`src/ppr_pkg.sv`:
```
package ppr_pkg;
    localparam int          PPR_DATA_W      = 32;
    localparam logic [2:0]  PPR_OPC1        = 3'h0;
    localparam logic [3:0]  PPR_CRN         = 4'hF;
    localparam logic [3:0]  PPR_CRM         = 4'h2;
    localparam logic [2:0]  PPR_OPC2        = 3'h4;
    localparam int          PPR_BASE_LSB    = 12;
    localparam int          PPR_BASE_W      = 20;
    localparam int          PPR_SIZE_LSB    = 0;
    localparam int          PPR_SIZE_W      = 5;
    localparam logic [4:0]  PPR_SIZE_NONE   = 5'h00;
    localparam logic [4:0]  PPR_SIZE_MIN    = 5'h03;
    localparam logic [4:0]  PPR_SIZE_MAX    = 5'h16;
    localparam logic [19:0] PPR_BASE_RST    = 20'h00000;
    localparam logic [4:0]  PPR_SIZE_RST    = 5'h00;
    localparam int          PPR_SIZE_TO_LOG2 = 9;
    localparam logic [1:0]  PPR_ATTR_DEVICE_NS = 2'h1;

    typedef enum logic [1:0] {
        PPR_ST_IDLE = 2'b00,
        PPR_ST_DONE = 2'b01
    } ppr_state_type;
endpackage : ppr_pkg

```
`src/ppr_region_match.sv`:
```
`timescale 1ns/100ps
module ppr_region_match
    import ppr_pkg::*;
(
    input  wire logic [19:0] base_in,
    input  wire logic [4:0]  size_in,
    input  wire logic [19:0] addr_page_in,
    output logic             hit_out
);
    logic [19:0] mask;

    // size code n covers 2^(n+9) bytes; page bits below that are ignored
    for (genvar i = 0; i < PPR_BASE_W; i++) begin : g_mask
        assign mask[i] = (5'(i) + PPR_SIZE_MIN < size_in) ? 1'h0 : 1'h1;
    end

    always_comb begin
        hit_out = 1'b0;
        if (size_in >= PPR_SIZE_MIN && size_in <= PPR_SIZE_MAX) begin
            hit_out = ((addr_page_in ^ base_in) & mask) == 20'h00000;
        end
    end
endmodule : ppr_region_match

```
`src/ppr_remap.sv`:
```
`timescale 1ns/100ps
// Operation
// - Region hits take Non-Shared Device and go to the peripheral port.
// - The override applies whether translation is enabled or not.
// - The region override beats the primary and normal remap results.
// - Two 32-bit copies exist, Secure and Non-secure, picked by the world.
// - Bits 31:12 hold the physical region start and reset to zero.
// - With translation off the virtual start equals the physical start.
// - Start bits from 12 up to log2(size)-1 are ignored in the compare.
// - Size codes 3 to 22 select 4KB doubling up to 2GB.
// - Size resets to zero, meaning no remapping.
// - A Secure write with the write lock high is undefined and ignored; the code uses a filtered lock that follows the pin 4 cycles late.
// - User mode reads and writes are undefined in both worlds.
// - Only opcode1 0, c15, c2, opcode2 4 selects this register.
module ppr_remap
    import ppr_pkg::*;
(
    input  wire logic        core_clk_in,
    input  wire logic        nrst_in,
    input  wire logic        coproc_valid_in,
    input  wire logic        coproc_write_in,
    input  wire logic [2:0]  coproc_opc1_in,
    input  wire logic [3:0]  primary_coproc_reg_in,
    input  wire logic [3:0]  secondary_coproc_reg_in,
    input  wire logic [2:0]  coproc_opc2_in,
    input  wire logic        coproc_secure_in,
    input  wire logic        coproc_priv_in,
    input  wire logic [31:0] coproc_wdata_in,
    input  wire logic        secure_coproc_write_lock_in,
    input  wire logic        acc_valid_in,
    input  wire logic [31:0] acc_addr_in,
    input  wire logic        acc_secure_in,
    input  wire logic        acc_mmu_on_in,
    input  wire logic [1:0]  acc_attr_in,
    input  wire logic        acc_shared_in,
    input  wire logic        acc_remap_hit_in,
    output logic             coproc_ack_out,
    output logic             coproc_undef_out,
    output logic [31:0]      coproc_rdata_out,
    output logic             acc_valid_out,
    output logic [31:0]      acc_addr_out,
    output logic [1:0]       acc_attr_out,
    output logic             acc_shared_out,
    output logic             acc_periph_port_out
);
    logic [19:0] base_s;
    logic [19:0] base_ns;
    logic [4:0]  size_s;
    logic [4:0]  size_ns;
    logic [19:0] sel_base;
    logic [4:0]  sel_size;
    logic        lock_q1;
    logic        lock_q2;
    logic        lock_q3;
    logic        lock;
    logic        sel_hit;
    logic        my_reg;
    logic        legal;
    logic        wr_ok;
    logic        chk_in_range;
    logic [5:0]  chk_log2;
    logic [31:0] chk_span;
    logic        chk_hit;

    // the read mux assumes this layout; refuse edits it cannot serve
    if (PPR_BASE_LSB + PPR_BASE_W != PPR_DATA_W) begin : g_base_top
        $error("base field must reach the top bit");
    end
    if (PPR_SIZE_LSB + PPR_SIZE_W + 7 != PPR_BASE_LSB) begin : g_size_gap
        $error("size field and gap must fill the bits below base");
    end
    if (PPR_SIZE_MIN > PPR_SIZE_MAX) begin : g_size_span
        $error("size code range is empty");
    end
    if (int'(PPR_SIZE_MAX) + PPR_SIZE_TO_LOG2 >= PPR_DATA_W) begin : g_size_top
        $error("largest region does not fit the address");
    end

    // lock is a pin from outside; filter so a glitch cannot block a write
    always_ff @(posedge core_clk_in or negedge nrst_in) begin
        if (!nrst_in) begin
            lock_q1 <= 1'b0;
            lock_q2 <= 1'b0;
            lock_q3 <= 1'b0;
            lock    <= 1'b0;
        end else begin
            lock_q1 <= secure_coproc_write_lock_in;
            lock_q2 <= lock_q1;
            lock_q3 <= lock_q2;
            if (lock_q2 == lock_q3) begin
                lock <= lock_q3;
            end
        end
    end

    assign my_reg = coproc_opc1_in == PPR_OPC1
                 && primary_coproc_reg_in == PPR_CRN
                 && secondary_coproc_reg_in == PPR_CRM
                 && coproc_opc2_in == PPR_OPC2;
    assign legal  = coproc_priv_in
                 && !(coproc_write_in && coproc_secure_in && lock);
    assign wr_ok  = coproc_valid_in && my_reg && legal && coproc_write_in;

    always_ff @(posedge core_clk_in or negedge nrst_in) begin
        if (!nrst_in) begin
            base_s  <= PPR_BASE_RST;
            size_s  <= PPR_SIZE_RST;
            base_ns <= PPR_BASE_RST;
            size_ns <= PPR_SIZE_RST;
        end else if (wr_ok) begin
            if (coproc_secure_in) begin
                base_s <= coproc_wdata_in[PPR_BASE_LSB +: PPR_BASE_W];
                size_s <= coproc_wdata_in[PPR_SIZE_LSB +: PPR_SIZE_W];
            end else begin
                base_ns <= coproc_wdata_in[PPR_BASE_LSB +: PPR_BASE_W];
                size_ns <= coproc_wdata_in[PPR_SIZE_LSB +: PPR_SIZE_W];
            end
        end
    end

    always_ff @(posedge core_clk_in or negedge nrst_in) begin
        if (!nrst_in) begin
            coproc_ack_out   <= 1'b0;
            coproc_undef_out <= 1'b0;
            coproc_rdata_out <= 32'h00000000;
        end else begin
            coproc_ack_out   <= coproc_valid_in && my_reg;
            coproc_undef_out <= coproc_valid_in && my_reg && !legal;
            coproc_rdata_out <= 32'h00000000;
            if (coproc_valid_in && my_reg && legal && !coproc_write_in) begin
                coproc_rdata_out <= coproc_secure_in
                    ? {base_s, 7'h00, size_s}
                    : {base_ns, 7'h00, size_ns};
            end
        end
    end

    assign sel_base = acc_secure_in ? base_s : base_ns;
    assign sel_size = acc_secure_in ? size_s : size_ns;

    // address compared as given; with mmu off it is both virtual and physical
    ppr_region_match u_match (
        .base_in      (sel_base),
        .size_in      (sel_size),
        .addr_page_in (acc_addr_in[31:12]),
        .hit_out      (sel_hit)
    );

    // shift-based second view of the match, read only by the checks below
    assign chk_in_range = sel_size >= PPR_SIZE_MIN && sel_size <= PPR_SIZE_MAX;
    assign chk_log2     = 6'(sel_size) + 6'(PPR_SIZE_TO_LOG2);
    assign chk_span     = 32'hFFFFFFFF << chk_log2;
    assign chk_hit      = chk_in_range
                       && ((acc_addr_in ^ {sel_base, 12'h000}) & chk_span)
                          == 32'h00000000;

    always_ff @(posedge core_clk_in or negedge nrst_in) begin
        if (!nrst_in) begin
            acc_valid_out       <= 1'b0;
            acc_addr_out        <= 32'h00000000;
            acc_attr_out        <= 2'h0;
            acc_shared_out      <= 1'b0;
            acc_periph_port_out <= 1'b0;
        end else begin
            acc_valid_out <= acc_valid_in;
            acc_addr_out  <= acc_addr_in;
            // mmu state deliberately not consulted
            if (acc_valid_in && sel_hit) begin
                acc_attr_out        <= PPR_ATTR_DEVICE_NS;
                acc_shared_out      <= 1'b0;
                acc_periph_port_out <= 1'b1;
            end else begin
                acc_attr_out        <= acc_attr_in;
                acc_shared_out      <= acc_shared_in;
                acc_periph_port_out <= 1'b0;
            end
        end
    end
endmodule : ppr_remap

```
`config.mk`:
```
export PLATFORM = sky130hd
export DESIGN_NAME = ppr_remap
export DESIGN_NICKNAME = d
export VERILOG_FILES = /design/src/ppr_pkg.sv /design/src/ppr_region_match.sv /design/src/ppr_remap.sv
export SDC_FILE = /design/constraint.sdc
export NUM_CORES = 1
export LEC_CHECK = 0
export ABC_AREA = 1
export BUFFER_PORTS_ARGS = -buffer_cell sky130_fd_sc_hd__buf_4
export CAP_MARGIN = 10
export CORE_UTILIZATION = 46
export DETAILED_ROUTE_END_ITERATION = 12
export GPL_ROUTABILITY_DRIVEN = 0
export HOLD_SLACK_MARGIN = 0.08
export PLACE_DENSITY = 0.76
export SLEW_MARGIN = 20
export SYNTH_ARGS = -nofsm -noshare
export SYNTH_HDL_FRONTEND = slang
export SYNTH_SLANG_ARGS = --single-unit
```
`constraint.sdc`:
```
create_clock -name core_clk_in -period 1.5 [get_ports core_clk_in]
set_clock_uncertainty 0.05 [all_clocks]
set_input_delay 0.075 -clock core_clk_in [delete_from_list [all_inputs] [get_ports core_clk_in]]
set_output_delay 0.075 -clock core_clk_in [all_outputs]
set_load 0.02 [all_outputs]
```
* Yosys cells after proc, flatten, opt, wreduce, memory -nomap -nowiden
Cells that the tools add are included.
Operators by class: reduce and logical (&&, ||, !) cells 20, bitwise gates (word level) 3, equality and inequality tests 4, multiplexer cells 28, $lt $le $gt $ge 22
Operator list (count):
- 32-bit two-way mux | 2
- 4-bit by 5-bit < comparator with 1-bit output, first input constant | 8
- 5-bit < comparator, first input constant | 7
- 1-bit two-way mux | 23
- 20-bit AND | 1
- 20-bit logical NOT | 1
- 3-bit by 5-bit < comparator with 1-bit output, first input constant | 4
- 20-bit two-way mux | 1
- 20-bit bitwise XOR | 1
- 1-bit logical AND | 13
- 5-bit by 2-bit >= comparator with 1-bit output, second input constant | 1
- 5-bit <= comparator, second input constant | 1
- 2-bit by 5-bit < comparator with 1-bit output, first input constant | 1
- 5-bit two-way mux | 1
- 4-bit by 2-bit equality test with 1-bit output, second input constant | 1
- 4-bit equality test, second input constant | 1
- 2-bit AND reduction | 2
- 3-bit equality test, second input constant | 1
- 1-bit logical NOT | 3
- 3-bit logical NOT | 1
- 2-bit two-way mux | 1
- 1-bit equality test | 1
- 1-bit NOT | 1
Word-level totals: bits of input ports 92, register bits after elaboration 125, output and inout port bits 71, word-level logic and storage cells 93

* Depth between registers and ports, before layout
depth in word-level cells 8, depth in mapped cells 15, mapped depth without buffers 13

* Modules after synthesis
From an unflattened synthesis, not the netlist that was laid out.
Unflattened totals: cells, all modules 627, area total of the unflattened synthesis 5377.7 sq um
By module, submodules not included:
- ppr_remap | area an instance 4802.1 sq um, seq. area each 2952.8 sq um, cells each 506, instances 1
- ppr_region_match | area an instance 575.6 sq um, seq. area each 0.0 sq um, cells each 121, instances 1

* Least setup slack after synthesis
No wires, ideal clock.
path kind register to register, start point register size_ns[4], end point register acc_attr_out[0], library setup time 118 ps, data required time 1332 ps, data arrival time 1239 ps, path buffers 1, stages on the path, launching flop included 14, setup slack 93 ps, clock period less this slack 1407 ps, cell sequence dfrtp_1 -> inv_1 -> nand2_1 -> nand2_1 -> buf_2 -> inv_2 -> nor2_1 -> nand3_1 -> nand2_1 -> nand2_1 -> nand3_1 -> nor2_2 -> nand2_1 -> nand2_1
Between the ends: longest elaborated chain between the ends 8, elaborated cells on any way between the ends 49, classes of those cells 22 x order compare; 23 x mux; 1 x bitwise; 3 x reduce/logical
RTL lines:
- start: declaration | line ppr_remap.sv:49 | logic [4:0] size_ns;
- start signal: assignment | line ppr_remap.sv:116 | size_ns <= coproc_wdata_in[PPR_SIZE_LSB +: PPR_SIZE_W];
- 5-bit two-way mux (*) | line ppr_remap.sv:139 | assign sel_size = acc_secure_in ? size_s : size_ns;
- 2-bit by 5-bit < comparator with 1-bit output (tied with other cells) | line ppr_region_match.sv:14 | assign mask[i] = (5'(i) + PPR_SIZE_MIN < size_in) ? 1'h0 : 1'h1;
- 1-bit two-way mux | line ppr_region_match.sv:14
- 20-bit AND | line ppr_region_match.sv:20 | hit_out = ((addr_page_in ^ base_in) & mask) == 20'h00000;
- 20-bit logical NOT | line ppr_region_match.sv:20
- 1-bit two-way mux (*) | line ppr_region_match.sv:19 | if (size_in >= PPR_SIZE_MIN && size_in <= PPR_SIZE_MAX) begin
- 1-bit logical AND (*) | line ppr_remap.sv:168 | if (acc_valid_in && sel_hit) begin
- 2-bit two-way mux (*) | line ppr_remap.sv:168
- end signal: assignment | line ppr_remap.sv:173 | acc_attr_out <= acc_attr_in;
- end: declaration | line ppr_remap.sv:42 | output logic [1:0] acc_attr_out,
Every way passes the cells marked *; elsewhere a longest branch is shown, timed or not. A chain may end at the register's enable or synchronous reset.

* Worst setup path in the final report
start point register size_ns[0], end point register acc_attr_out[1]
Same word-level chain as after synthesis.

==> metrics.md <==
| Metric | Value |
|---|---|
| Vias in the first global route | `5161` |
| Hold Path Cell Cnt | `7` |
| Period utilization | `1.04` |
| Routed WL | `16100 um` |
| N_diodes | `0` |
| Setup violators final | `4` |
| Final net count | `953` |
| Leak | `4.17 nW` |
| DRC Markers | `0` |
| Vias per cell | `5.11` |
| Syn_area_per_cell | `8.38 um^2` |
| Most common cell in the synthesized netlist | `nand2_1` |
| Initial antenna violation count | `0` |
| Post-synth cell types | `28` |
| Effective utilization at floorplan | `0.473` |
| Number of hold violations in the final report | `0` |
| Layout cells sized above 1 | `0.315` |
| Final TNS setup | `-220 ps` |
| Synth warn | `0` |
| Gate Count Post-Synth | `614` |
| Final antenna-violating net count | `0` |
| Yosys top cell by area | `dfrtp_1` |
| DP Wirelength | `8750 um` |
| GR Overflow Total | `0` |
| Root Driver | `clkbuf_8` |
| Worst R2R Path Depth | `10` |
| Status | `finished, violations left` |
| Crit. End Element | `flip-flop` |
| RSZ-0062 raised after global routing | `true` |
| Top FF cell, synth | `dfrtp_1` |
| Initial drt markers | `434` |
| Core area | `10900 um^2` |
| Die area | `11600 um^2` |
| Post-synth ARST share | `1.00` |
| Top cells by area, synth | `dfrtp_1 (57%), nand2_1 (16%), o21ai_1 (5.1%)` |
| Post-route minimum period | `1560 ps` |
| Max Slew Vio Count | `0` |
| Number of buffers created by CTS | `17` |
| First drt pass iteration count | `5` |
| MaxCap Viol Count | `0` |
| Critical Path AT | `1910 ps` |
| Critical path peak fanout | `5` |
| Required time of the critical path | `1850 ps` |
| Port bufs | `146` |
| P&R area growth vs syn | `59.0%` |
| TritonCTS clock tree | `built` |
| Failing checks | `negative setup slack` |
| Critical path type | `flip-flop to flip-flop` |
| GRT Overall Usage | `0.271` |
| Worst-Skew Late Latency | `530 ps` |
| Dpl cells | `894` |
| Clk slew on worst S/H paths | `60 ps` |
| IO Count | `163` |
| Post-synthesis register bit count | `118` |
| First-pass GRT wire length | `24000 um` |
| Die Wd | `108 um` |
| Routed len/inst | `15.9 um` |
| Sequential area share after synthesis | `0.574` |
| TritonCTS sink count | `118` |
| Depth of the CTS H-tree | `4` |
| Final worst setup slack | `-63.6 ps` |
| Maximum clock rate | `640 MHz` |
| Routed vias | `5180` |
| Final cell count without fillers | `1014` |
| Type of origin of the critical path | `flip-flop` |
| Pwr Density | `1000 nW/um^2` |
| Largest net degree at the start of global routing | `51` |
| Number of synthesized flops with an enable pin | `0` |
| Die H | `108 um` |
| Top post-synthesis cells by count | `nand2_1 (225), dfrtp_1 (118), inv_1 (68), o21ai_1 (52)` |
| Clk buf depth | `2` |
| Post-Syn Area | `5150 um^2` |
| Yosys top cell area share | `0.574` |
| Row cnt | `38` |
| Maximum VDD drop | `0.000577 V` |
| Type of the worst min-delay path | `primary input to flip-flop` |
routing by layer:
layer	global-route usage	up-vias	wire (um)
met2	0.489	247	8590
met4	0.134	0	510
met1	0.308	2506	6080
met5	0	-	0
li1	-	2382	-
met3	0.0454	45	917
critical path, cell delays in order, from the launching register on:
cell and delay (ps):
dfrtp_1 430, nand2_2 130, nand2_4 90, nor2_4 150, nand2_1 80, nand3_2 70
nand2_1 60, inv_1 60, nand3_2 90, nor2_4 160, a21oi_1 80
path summary, 6_finish.rpt:
path | from | end | slack [ps]
max | size_ns[0] | acc_attr_out[1] | -60
min | coproc_opc2_in[1] | coproc_rdata_out[4] | 150
max reg2reg | size_ns[0] | acc_attr_out[1] | -60
min reg2reg | lock_q1 | lock_q2 | 320
max in group asynchronous | nrst_in | coproc_rdata_out[15] | 310
min in group asynchronous | nrst_in | acc_addr_out[26] | 510
placed cells by master, fill, tap and decap left out, types with 2 or more instances in the layout:
cell type / n
nand3b_1: 4
dlygate4sd3_1: 69
conb_1: 7
nand4_1: 4
buf_4: 173
o21ai_1: 53
a21oi_1: 28
o211ai_1: 2
buf_6: 4
nand3_2: 8
clkbuf_1: 2
xor2_1: 4
nand2_1: 202
dfrtp_1: 118
nand2_2: 19
xnor2_1: 2
inv_2: 4
clkbuf_16: 17
nor2_1: 21
bufinv_16: 3
nand3_1: 14
clkinv_2: 5
inv_4: 3
buf_12: 6
inv_1: 63
clkbuf_8: 5
nand2_4: 10
nor2_4: 6
nor2_2: 6
stage by stage:
| step | total power (W) | setup slack [ps] | util | instance area [um^2] | hold WS [ps] |
|---|---|---|---|---|---|
| after floorplan | 0.00359 | 93.1 | - | 5170 | -271 |
| after global placement | 0.00395 | -167 | 0.594 | 6470 | -17.5 |
| after detailed placement | 0.00397 | -197 | 0.594 | 6470 | -10.0 |
| after CTS | 0.00819 | -16.4 | 0.733 | 7980 | 117 |
| after global routing | 0.00846 | -210 | 0.752 | 8180 | 155 |
| final | 0.00822 | -63.6 | 0.752 | 8180 | 148 |
power breakdown:
part           internal, W  switching, W  total, W
Clock              0.00269       0.00140   0.00409
Combinational     0.000418      0.000448  0.000866
Sequential         0.00324     0.0000194   0.00326
cell type report:
cell class / instances / area, um^2
inverters: 70 / 270
clock buffers: 23 / 477
repair buffers: 254 / 2190
multi-input cells: 400 / 1990
fillers: 675 / 2710
clock inverters: 9 / 123
well taps: 140 / 175
flip-flops and latches: 118 / 2950
state kept, by name (all words and copies together), names as in the netlist:
| register | count |
|---|---|
| coproc_rdata_out | 25 |
| coproc_ack_out | 1 |
| lock_q1 | 1 |
| base_s | 20 |
| acc_periph_port_out | 1 |
| coproc_undef_out | 1 |
| size_s | 5 |
| lock_q3 | 1 |
| lock | 1 |
| acc_shared_out | 1 |
| acc_valid_out | 1 |
| lock_q2 | 1 |
| base_ns | 20 |
| acc_addr_out | 32 |
| acc_attr_out | 2 |
| size_ns | 5 |
kinds of logic (layout without fill, tap and decap cells):
kind of cell | count (synthesis) | count (layout) | synth area share
AND/OR/NAND/NOR | 299 | 299 | 0.237
flip-flops | 118 | 118 | 0.574
buffers and inverters | 102 | 356 | 0.0897
AO/OA/AOI/OAI | 87 | 87 | 0.0865
XOR/XNOR | 6 | 6 | 0.0102
adder cells (fa/ha/maj) | 1 | 1 | 0.00194
other | 1 | 7 | 0.000729
what timing repair did:
action                                  4_1_cts  5_1_grt
cloned                                        0        1
hold buffers                                 70        0
gates resized for setup                      36       38
endpoints found under the setup margin        5       57
setup buffers                                12        5
pin swaps                                    19       34
endpoints found under the hold margin       233        0
(Power assumes the default switching activity.)
